### config.mk
export PLATFORM = sky130hd
export DESIGN_NAME = wdtc_top
export DESIGN_NICKNAME = d
export VERILOG_FILES = /design/src/hw/wdtc_pkg.sv /design/src/hw/wdtc_counter.sv /design/src/hw/wdtc_top.sv /design/src/hw/wdtc_unlock.sv
export SDC_FILE = /design/constraint.sdc
export NUM_CORES = 1
export LEC_CHECK = 0
export ABC_AREA = 0
export BUFFER_PORTS_ARGS = -buffer_cell sky130_fd_sc_hd__buf_4
export CAP_MARGIN = 20
export CORE_MARGIN = 2
export CORE_UTILIZATION = 40
export CTS_CLUSTER_SIZE = 8
export DETAILED_ROUTE_END_ITERATION = 6
export GPL_TIMING_DRIVEN = 0
export SLEW_MARGIN = 25
export SYNTH_ARGS = -nofsm -noshare
export SYNTH_HDL_FRONTEND = slang
export SYNTH_HIERARCHICAL = 1
export SYNTH_SLANG_ARGS = --single-unit
### constraint.sdc
create_clock -name clk_in -period 5.3 [get_ports clk_in]
set_clock_uncertainty 0.05 [all_clocks]
set_input_delay 0.795 -clock clk_in [delete_from_list [all_inputs] [get_ports clk_in]]
set_output_delay 0.795 -clock clk_in [all_outputs]
set_load 0.01 [all_outputs]
### src/hw/wdtc_pkg.sv
package wdtc_pkg;

   localparam int CNT_WIDTH = 18;
   localparam int ADDR_WIDTH = 8;

   // Register map, byte addresses
   localparam logic [7:0] CTRL_STATUS_OFFSET = 8'h00;
   localparam logic [31:0] CTRL_STATUS_RESET = 32'h0000_0700;

   // Field positions of watchdog_control_status
   localparam int DEBUG_ACK_IGNORE_BIT = 31;
   localparam int INTERVAL_SELECT_LSB = 8;
   localparam int ENABLE_BIT = 7;
   localparam int IRQ_ENABLE_BIT = 6;
   localparam int WAKEUP_FLAG_BIT = 5;
   localparam int WAKEUP_ENABLE_BIT = 4;
   localparam int IRQ_FLAG_BIT = 3;
   localparam int RESET_FLAG_BIT = 2;
   localparam int RESET_ENABLE_BIT = 1;
   localparam int CLEAR_BIT = 0;
   localparam logic [2:0] INTERVAL_SELECT_RESET = 3'h7;

   // Unlock byte sequence
   localparam logic [7:0] UNLOCK_BYTE_1 = 8'h59;
   localparam logic [7:0] UNLOCK_BYTE_2 = 8'h16;
   localparam logic [7:0] UNLOCK_BYTE_3 = 8'h88;

   // Timing in watchdog clocks
   localparam int INTERVAL_BASE_EXP = 4;
   localparam int RESET_DELAY_TICKS = 1024;
   localparam int RESET_HOLD_TICKS = 63;

   // Low bits that must all be ones on the tick that ends an interval
   function automatic logic [CNT_WIDTH-1:0] interval_mask(input logic [2:0] sel);
      logic [CNT_WIDTH:0] one_hot;
      one_hot = (CNT_WIDTH+1)'(1) << (INTERVAL_BASE_EXP + 2 * int'(sel));
      return CNT_WIDTH'(one_hot - (CNT_WIDTH+1)'(1));
   endfunction

endpackage

### src/hw/wdtc_counter.sv
module wdtc_counter #(
   parameter int WIDTH = wdtc_pkg::CNT_WIDTH
) (
   input wire logic clk_in,
   input wire logic rst_n_in,
   input wire logic tick_in,
   input wire logic run_in,
   input wire logic clear_in,
   input wire logic [2:0] isel_in,
   output logic [WIDTH-1:0] count_out,
   output logic timeout_out
);

   typedef struct packed {
      logic [WIDTH-1:0] count;
      logic timeout;
   } wdtc_count_s;

   wdtc_count_s state_reg;
   wdtc_count_s state_next;
   logic [WIDTH-1:0] mask;

   always_comb begin
      mask = WIDTH'(wdtc_pkg::interval_mask(isel_in));
      state_next = state_reg;
      state_next.timeout = 1'b0;
      if (clear_in) begin
         state_next.count = '0;
      end else if (run_in && tick_in) begin
         // Free running: every interval boundary raises a timeout
         state_next.count = state_reg.count + WIDTH'(1);
         state_next.timeout = ((state_reg.count & mask) == mask);
      end
   end

   always_ff @(posedge clk_in or negedge rst_n_in) begin
      if (!rst_n_in) begin
         state_reg <= '0;
      end else begin
         state_reg <= state_next;
      end
   end

   assign count_out = state_reg.count;
   assign timeout_out = state_reg.timeout;

endmodule

### src/hw/wdtc_top.sv
module wdtc_top (
   input wire logic clk_in,
   input wire logic rst_n_in,
   input wire logic wb_cyc_in,
   input wire logic wb_stb_in,
   input wire logic wb_we_in,
   input wire logic [wdtc_pkg::ADDR_WIDTH-1:0] wb_adr_in,
   input wire logic [3:0] wb_sel_in,
   input wire logic [31:0] wb_dat_in,
   output logic [31:0] wb_dat_out,
   output logic wb_ack_out,
   input wire logic watchdog_clock_in,
   input wire logic debugger_ack_in,
   input wire logic low_speed_rc_osc_sel_in,
   input wire logic power_down_in,
   input wire logic register_unlock_port_wr_in,
   input wire logic [7:0] register_unlock_port_data_in,
   output logic timeout_irq_out,
   output logic wakeup_req_out,
   output logic chip_reset_out
);

   typedef struct packed {
      logic ack;
      logic [31:0] rdat;
      logic debug_ack_ignore;
      logic [2:0] interval_select;
      logic watchdog_enable_bit;
      logic timeout_irq_enable;
      logic wakeup_flag;
      logic wakeup_enable;
      logic timeout_irq_flag;
      logic chip_reset_flag;
      logic chip_reset_enable;
      logic counter_clear;
      logic dly_act;
      logic [9:0] dly_cnt;
      logic [5:0] hold_cnt;
      logic chip_reset;
      logic irq;
      logic wake;
      logic wclk_prev;
   } wdtc_state_s;

   wdtc_state_s state_reg;
   wdtc_state_s state_next;

   logic unlocked;
   logic tick;
   logic run;
   logic timeout;
   logic [wdtc_pkg::CNT_WIDTH-1:0] count;
   logic bus_req;
   logic hit;
   logic wr;
   logic dly_expire;

   localparam logic [9:0] DLY_LAST = 10'(wdtc_pkg::RESET_DELAY_TICKS - 1);
   localparam logic [5:0] HOLD_INIT = 6'(wdtc_pkg::RESET_HOLD_TICKS);

   wdtc_unlock u_unlock (
      .clk_in(clk_in),
      .rst_n_in(rst_n_in),
      .unlock_wr_in(register_unlock_port_wr_in),
      .unlock_data_in(register_unlock_port_data_in),
      .unlocked_out(unlocked)
   );

   wdtc_counter #(
      .WIDTH(wdtc_pkg::CNT_WIDTH)
   ) u_counter (
      .clk_in(clk_in),
      .rst_n_in(rst_n_in),
      .tick_in(tick),
      .run_in(run),
      .clear_in(state_reg.counter_clear || !state_reg.watchdog_enable_bit),
      .isel_in(state_reg.interval_select),
      .count_out(count),
      .timeout_out(timeout)
   );

   // Watchdog clock is sampled here; one tick per rising edge
   assign tick = watchdog_clock_in && !state_reg.wclk_prev;
   assign run = state_reg.watchdog_enable_bit
      && (state_reg.debug_ack_ignore || !debugger_ack_in);
   assign bus_req = wb_cyc_in && wb_stb_in && !state_reg.ack;
   assign hit = (wb_adr_in == wdtc_pkg::CTRL_STATUS_OFFSET);
   assign wr = bus_req && wb_we_in && hit;
   assign dly_expire = state_reg.dly_act && run && tick && (state_reg.dly_cnt == DLY_LAST);

   always_comb begin
      state_next = state_reg;
      state_next.wclk_prev = watchdog_clock_in;
      state_next.ack = bus_req;
      state_next.wake = 1'b0;
      state_next.counter_clear = 1'b0;

      // Protected fields: only while unlocked
      if (wr && unlocked) begin
         if (wb_sel_in[3]) begin
            state_next.debug_ack_ignore = wb_dat_in[wdtc_pkg::DEBUG_ACK_IGNORE_BIT];
         end
         if (wb_sel_in[1]) begin
            state_next.interval_select = wb_dat_in[wdtc_pkg::INTERVAL_SELECT_LSB +: 3];
         end
         if (wb_sel_in[0]) begin
            state_next.watchdog_enable_bit = wb_dat_in[wdtc_pkg::ENABLE_BIT];
            state_next.timeout_irq_enable = wb_dat_in[wdtc_pkg::IRQ_ENABLE_BIT];
            state_next.wakeup_enable = wb_dat_in[wdtc_pkg::WAKEUP_ENABLE_BIT];
            state_next.chip_reset_enable = wb_dat_in[wdtc_pkg::RESET_ENABLE_BIT];
            state_next.counter_clear = wb_dat_in[wdtc_pkg::CLEAR_BIT];
         end
      end

      // Flags clear on write 1 without unlocking; hardware set below wins
      if (wr && wb_sel_in[0]) begin
         if (wb_dat_in[wdtc_pkg::WAKEUP_FLAG_BIT]) state_next.wakeup_flag = 1'b0;
         if (wb_dat_in[wdtc_pkg::IRQ_FLAG_BIT]) state_next.timeout_irq_flag = 1'b0;
         if (wb_dat_in[wdtc_pkg::RESET_FLAG_BIT]) state_next.chip_reset_flag = 1'b0;
      end

      // Post-timeout delay; a clear or a disable cancels it
      if (state_reg.counter_clear || !state_reg.watchdog_enable_bit) begin
         state_next.dly_act = 1'b0;
         state_next.dly_cnt = '0;
      end else if (timeout) begin
         if (state_reg.timeout_irq_enable) state_next.timeout_irq_flag = 1'b1;
         if (!state_reg.dly_act) begin
            state_next.dly_act = 1'b1;
            state_next.dly_cnt = '0;
         end
         if (state_reg.wakeup_enable && power_down_in && low_speed_rc_osc_sel_in) begin
            state_next.wake = 1'b1;
            state_next.wakeup_flag = 1'b1;
         end
      end else if (dly_expire) begin
         state_next.dly_act = 1'b0;
         state_next.dly_cnt = '0;
         if (state_reg.chip_reset_enable && !state_reg.chip_reset) begin
            state_next.chip_reset = 1'b1;
            state_next.hold_cnt = HOLD_INIT;
            state_next.chip_reset_flag = 1'b1;
         end
      end else if (state_reg.dly_act && run && tick) begin
         state_next.dly_cnt = state_reg.dly_cnt + 10'h001;
      end

      // Reset hold counts watchdog clocks whether or not the counter runs
      if (state_reg.chip_reset && tick) begin
         state_next.hold_cnt = state_reg.hold_cnt - 6'h01;
         if (state_reg.hold_cnt == 6'h01) state_next.chip_reset = 1'b0;
      end

      state_next.irq = state_next.timeout_irq_flag && state_next.timeout_irq_enable;

      state_next.rdat = '0;
      if (bus_req && !wb_we_in && hit) begin
         state_next.rdat[wdtc_pkg::DEBUG_ACK_IGNORE_BIT] = state_reg.debug_ack_ignore;
         state_next.rdat[wdtc_pkg::INTERVAL_SELECT_LSB +: 3] = state_reg.interval_select;
         state_next.rdat[wdtc_pkg::ENABLE_BIT] = state_reg.watchdog_enable_bit;
         state_next.rdat[wdtc_pkg::IRQ_ENABLE_BIT] = state_reg.timeout_irq_enable;
         state_next.rdat[wdtc_pkg::WAKEUP_FLAG_BIT] = state_reg.wakeup_flag;
         state_next.rdat[wdtc_pkg::WAKEUP_ENABLE_BIT] = state_reg.wakeup_enable;
         state_next.rdat[wdtc_pkg::IRQ_FLAG_BIT] = state_reg.timeout_irq_flag;
         state_next.rdat[wdtc_pkg::RESET_FLAG_BIT] = state_reg.chip_reset_flag;
         state_next.rdat[wdtc_pkg::RESET_ENABLE_BIT] = state_reg.chip_reset_enable;
         state_next.rdat[wdtc_pkg::CLEAR_BIT] = state_reg.counter_clear;
      end
   end

   always_ff @(posedge clk_in or negedge rst_n_in) begin
      if (!rst_n_in) begin
         state_reg <= '0;
         state_reg.interval_select <= wdtc_pkg::INTERVAL_SELECT_RESET;
      end else begin
         state_reg <= state_next;
      end
   end

   assign wb_ack_out = state_reg.ack;
   assign wb_dat_out = state_reg.rdat;
   assign timeout_irq_out = state_reg.irq;
   assign wakeup_req_out = state_reg.wake;
   assign chip_reset_out = state_reg.chip_reset;
endmodule

### src/hw/wdtc_unlock.sv
module wdtc_unlock (
   input wire logic clk_in,
   input wire logic rst_n_in,
   input wire logic unlock_wr_in,
   input wire logic [7:0] unlock_data_in,
   output logic unlocked_out
);

   typedef enum logic [1:0] {LOCKED, GOT_FIRST, GOT_SECOND, OPEN} wdtc_unlock_e;

   typedef struct packed {
      wdtc_unlock_e st;
   } wdtc_unlock_s;

   wdtc_unlock_s state_reg;
   wdtc_unlock_s state_next;

   // Any write that breaks the sequence locks again
   always_comb begin
      state_next = state_reg;
      if (unlock_wr_in) begin
         state_next.st = LOCKED;
         unique case (state_reg.st)
            LOCKED, OPEN: begin
               if (unlock_data_in == wdtc_pkg::UNLOCK_BYTE_1) state_next.st = GOT_FIRST;
            end
            GOT_FIRST: begin
               if (unlock_data_in == wdtc_pkg::UNLOCK_BYTE_2) state_next.st = GOT_SECOND;
            end
            GOT_SECOND: begin
               if (unlock_data_in == wdtc_pkg::UNLOCK_BYTE_3) state_next.st = OPEN;
            end
         endcase
      end
   end

   always_ff @(posedge clk_in or negedge rst_n_in) begin
      if (!rst_n_in) begin
         state_reg <= '{st: LOCKED};
      end else begin
         state_reg <= state_next;
      end
   end

   assign unlocked_out = (state_reg.st == OPEN);

endmodule

## Word-level counts from Yosys, hierarchy flattened

Index checks and enable logic that the tools add are counted.

- Register bits after elaboration: 67
- Output and inout bits: 36

- Add/sub/neg operators: 5
- Eq/ne operators: 12
- Shift-type cells: 1
- Multiplexer cells: 42
- Bitwise gates (word level): 1
- Reductions and logical operators: 40

Operators with widths:

| kind | count |
|---|---|
| 7-bit two-way mux | 5 |
| 11-bit two-way mux | 3 |
| 1-bit by 32-bit left shift with 18-bit output, first input constant | 1 |
| 10-bit two-way mux | 3 |
| 1-bit two-way mux | 24 |
| 1-bit logical AND | 19 |
| 19-bit two-way mux | 1 |
| 18-bit by 1-bit adder with 18-bit output, second input constant | 1 |
| 18-bit AND | 1 |
| 18-bit == test | 1 |
| 18-bit two-way mux | 1 |
| 18-bit by 1-bit subtractor with 18-bit output, second input constant | 1 |
| 10-bit by 1-bit adder with 10-bit output, second input constant | 1 |
| 10-bit == test, second input constant | 1 |
| 8-bit by 5-bit == test with 1-bit output, second input constant | 1 |
| 8-bit by 7-bit == test with 1-bit output, second input constant | 1 |
| 8-bit == test, second input constant | 1 |
| 8-bit zero test | 1 |
| 2-bit two-way mux | 4 |
| 2-bit AND reduction | 4 |
| 6-bit by 1-bit == test with 1-bit output, second input constant | 1 |
| 1-bit zero test | 6 |
| 2-bit one-hot mux with 3 select lines | 1 |
| 2-bit nonzero test | 3 |
| 12 further kinds | 15 |

## Depth between registers and ports, before layout

- Depth after elaboration: 11
- Depth in mapped cells: 6
- Depth with buffers taken out: 6

## By module

Netlist, hierarchy kept.

Modules (own cells, without submodules):

| module | instances | cells an instance | area an instance (sq um) | sequential area each (sq um) |
|---|---|---|---|---|
| wdtc_top | 1 | 228 | 2353.5 | 1154.9 |
| wdtc_counter | 1 | 128 | 1179.9 | 475.5 |
| wdtc_unlock | 1 | 18 | 196.4 | 50.0 |

## Least setup slack after synthesis

OpenSTA, ideal clock, no wires.

- Path kind: input-to-reg
- From: input debugger_ack_in
- To: register u_counter.state_reg (netlist bit u_counter/count_out[17])
- Library setup time: 125 ps
- Data arrival time: 2236 ps
- Slack: 2889 ps
- Stages on the path: 6
- Path through: nor2b_1 -> nor2_1 -> nand4_1 -> nor3_1 -> nor3b_1 -> mux2_2

- Word-level cells in the longest chain between the ends: 5

RTL lines:

| what | line | text |
|---|---|---|
| from (decl) | wdtc_top.sv:13 | `input wire logic debugger_ack_in,` |
| 1-bit zero test | wdtc_top.sv:85 | `&& (state_reg.debug_ack_ignore \|\| !debugger_ack_in);` |
| 1-bit logical OR | wdtc_top.sv:85 |  |
| 1-bit logical AND | wdtc_top.sv:85 |  |
| named net run | wdtc_top.sv:50 | `logic run;` |
| 1-bit logical AND | wdtc_counter.sv:29 | `end else if (run_in && tick_in) begin` |
| 2-bit nonzero test (no line) | n/a |  |
| to (signal assigned) | wdtc_counter.sv:40 | `state_reg <= state_next;` |
| to (decl) | wdtc_counter.sv:19 | `wdtc_count_s state_reg;` |

The timed path passes the listed nets, and every way through them passes these cells.
A chain may end at the register's enable or synchronous reset.

## Worst setup path in the final report

Ends and elaborated chain as after synthesis.

==> run summary <==
The count of endpoints failing setup in the final report is 0. Sorting the synthesized cells by area gives the leading types as dfrtp_1 (43%), buf_4 (6.6%), ha_1 (3.7%), and2_1 (2.7%), nor2_1 (2.5%). The final instance area is 4540 µm². The gate count of the mapped netlist came out at 374.

The cell area after placement is 4360 µm². After layout, the worst path uses 48.7% of the clock period. The worst stage delay on the critical path came out at 0.44 ns.

The final count of pins violating max slew came to 0. In this run the tool buffered the top-level ports with 56 buffer cells. The mean cell area of the mapped netlist is 9.97 µm². The share of synthesized area in the top cell type comes to 42.9%. In this run the standard cell core region covers 9150 µm². The largest net degree at the start of global routing is 68. The worst-case reg-to-reg path depth came out at 6. The final standard cell utilization of the core came out at 49.6%.

The sequential fraction of the synthesis area is 45.1%. The remaining max-slew budget at the tightest pin is 43.9%. The path category of the worst min-delay check is flip-flop to flip-flop. The count of warnings emitted by yosys came out at 6. The deepest clock path buffer count is 2. The highest ir drop seen on vdd came out at 0.132 mV. The total routed wirelength is 7820 µm. For the pin with the worst max-slew slack, the measured transition is 0.842 ns.

The signal on the critical path passes through buf_4 -> nor2b_1 -> nor2_1 -> nand4_1 -> nor3_1 -> nor3b_1 -> mux2_2. The global-route wire length before repair is 13000 µm. The routed via count came out at 2917.

For this design the total switching power over the nets is 374 µW. The number of synthesized flops with an enable pin came out at 0. The root buffer cell chosen for the clock tree is clkbuf_8. In this run, the number of DRC markers left after iteration 0 of detailed routing was 82. The floorplan has 35 rows.

The number of clock buffers added by TritonCTS is 9. The TritonCTS sink count is 67. By area, the combinational part of the netlist is dominated by simple AND/OR/NAND/NOR gates. For this design, the slowest cell found on the critical path is nand4_1. The adder and majority cell fraction of the synthesized area is 3.69%. In the synthesized netlist the dominant register cell turns out to be dfrtp_1. The total standard cell area after synthesis came out at 3730 µm². The via count of the first global-routing pass came out at 2763. The average wire per standard cell is 13.6 µm. The count of different cell masters after synthesis came out at 58.

From bottom edge to top edge, the die measures 101 µm. TritonCTS built the clock tree. Setup repair after global routing left no endpoint under its margin. The flip-flop count of the largest register, all copies and words added is 30. The diode insertion count for antenna repair came out at 0.

The critical path in this run is classified as primary input to flip-flop. The number of antenna violations at the first check in global routing is 0. The later pin in the worst-skew pair is clocked with a latency of 0.34 ns.

Post-CTS timing repair inserted 0 buffers for setup. The run finished with clean final reports. Data on the critical path is required at its endpoint by 5.48 ns. The switching part of the total power is 30.0%. After routing, the total negative slack on setup checks comes to 0 ns. In the global route stage, overall resource usage came out at 16.3%. The reported max-cap violation count is 0. The HPWL after detailed placement is 5790 µm. The worst setup path is captured at a flip-flop. The power per cell area is 274 nW/µm².

The number of hold buffers added after cts came out at 0. The final net count is 533. The number of inserted filler cells in the final layout is 854.

The ratio of routed vias to standard cells is 5.06. The top cell types in the final layout, fill and taps aside, are buf_4 (89), dfrtp_1 (64), nor2_1 (25), conb_1 (20), nand2_1 (19). The relative contribution of sequential cells to total power came out at 51.9%. The first detailed-routing pass took 4 iterations. The initial standard-cell utilization of the core came out at 40.8%. The fraction of final layout cells with drive strength greater than 1 is 28.2%. In this run the count of I/O pins placed on the die edge is 98. The number of gates given a new drive strength after cts came out at 0. The worst hold path depth is 1. The leading cell type in the layout, fill and taps excluded is buf_4. The residual antenna-violating net count after detailed routing is 0.

Of the post-synthesis cell area, the part taken by muxes is 2.68%. The worst-path maximum fanout is 9. The achievable frequency is 387 MHz.

The parity-gate share of the synthesized area counting xor and xnor cells came out at 2.58%. Of all cell types, the one taking the most synthesized area is dfrtp_1. The startpoint type of the worst setup path is a primary input. Per report_power, the combinational group accounts for 17.4% of the total. The number of design rule violations left after detail routing came out at 0. The leakage power is 0.00212 µW.

Compared with the post-synthesis result, the final layout area differs by 21.7%. From left edge to right edge, the die measures 101 µm. Data arrives at the worst endpoint at 2.76 ns. The internal portion of the total power is 872 µW. After layout, the design draws a total of 1250 µW.

Summing the areas of all compound-gate instances in the mapped netlist gives 10.6% of the synthesized area. The share of synthesized registers carrying an async set or reset is 100%. The level count of the clock H-tree came out at 3. The clock slew at the register clock pins of the worst setup and hold paths is 0.07 ns. The simple-gate portion of the synthesized area came out at 26.0%. After global routing the overflow that remains totals 0. The total count of hold-check failures in the final report came out at 0. The final weighted congestion in routability-driven placement came out at 0.750. The relative contribution of the clock network to total power came out at 30.7%. The floorplan step defined a die boundary enclosing 10100 µm². The minimum period implied by the final worst setup slack came out at 2.58 ns. The number of synthesized register bits came out at 67.
-- power by group through the flow --
| stage | clock (µW) | combinational, µW | sequential, µW |
|---|---|---|---|
| 2_1_floorplan | 0 | 154 | 638 |
| 6_report | 382 | 217 | 647 |
| 3_5_place_dp | 0 | 218 | 655 |
| 3_3_place_gp | 0 | 210 | 652 |
| 5_1_grt | 418 | 250 | 658 |
| 4_1_cts | 394 | 219 | 645 |
-- worst paths after layout --
check                           startpoint                 endpoint  slack (ns)
min                          state_reg[23]            wb_dat_out[2]        0.42
max in group asynchronous         rst_n_in            wb_dat_out[7]        4.15
min reg2reg                  state_reg[23]            wb_dat_out[2]        0.42
min in group asynchronous         rst_n_in            wb_dat_out[6]        0.50
max                        debugger_ack_in  u_counter/count_out[17]        2.72
max reg2reg                  state_reg[28]  u_counter/count_out[17]        2.88
-- final cells by class --
class | count | area [µm²] | share of cell area, %
buffer | 40 | 283 | 6.23
clock buffer | 12 | 155 | 3.42
clock inverter | 4 | 25.0 | 0.551
inverter | 17 | 63.8 | 1.41
multi-input combinational | 269 | 1770 | 39.1
sequential | 67 | 1680 | 37.0
tap | 111 | 139 | 3.06
timing repair buffer | 56 | 420 | 9.26
-- logic make-up after synthesis --
| kind of cell | Yosys count |
|---|---|
| AOI/OAI and AO/OA | 61 |
| xor gates and xnor gates | 11 |
| adders and majority gates | 11 |
| buffers and inverters | 57 |
| DFF | 67 |
| muxes | 9 |
| other | 1 |
| and+or+nand+nor | 157 |
-- through the flow --
| stage | setup WS (ns) | instances | hold WS [ns] |
|---|---|---|---|
| final | 2.72 | 576 | 0.421 |
| after global routing | 2.53 | 576 | 0.443 |
| after CTS | 2.76 | 576 | 0.425 |
| after detailed placement | 2.40 | 560 | 0.413 |
| after global placement | 2.44 | 560 | 0.406 |
| after floorplan | 2.89 | 393 | 0.396 |
-- worst max-delay path: cells and delay by family --
kind,cells,cell delay (ns)
simple gates,5,1.49
mux,1,0.36
buf+inv,1,0.11
-- cell usage after synthesis (5+ instances only) --
cell,count
dfrtp_1,64
buf_4,33
nor2_1,25
nand2_1,19
a21oi_1,17
inv_1,17
o21ai_0,17
and2_1,16
ha_1,11
nand4_1,10
nor4_1,10
or3_1,10
nand3_1,9
nor3_1,9
xnor2_1,9
mux2_2,8
a22oi_1,6
nand2b_1,6
and3_1,5
clkbuf_1,5
nor2b_1,5
-- per-layer routing --
| metal | routed length [µm] | GRT usage, % | vias up |
|---|---|---|---|
| li1 | - | - | 1463 |
| met1 | 3720 | 21.9 | 1366 |
| met2 | 3650 | 26.4 | 75 |
| met3 | 291 | 2.36 | 13 |
| met4 | 166 | 7.27 | 0 |
| met5 | 0 | 0 | - |
(Power assumes the default switching activity.)
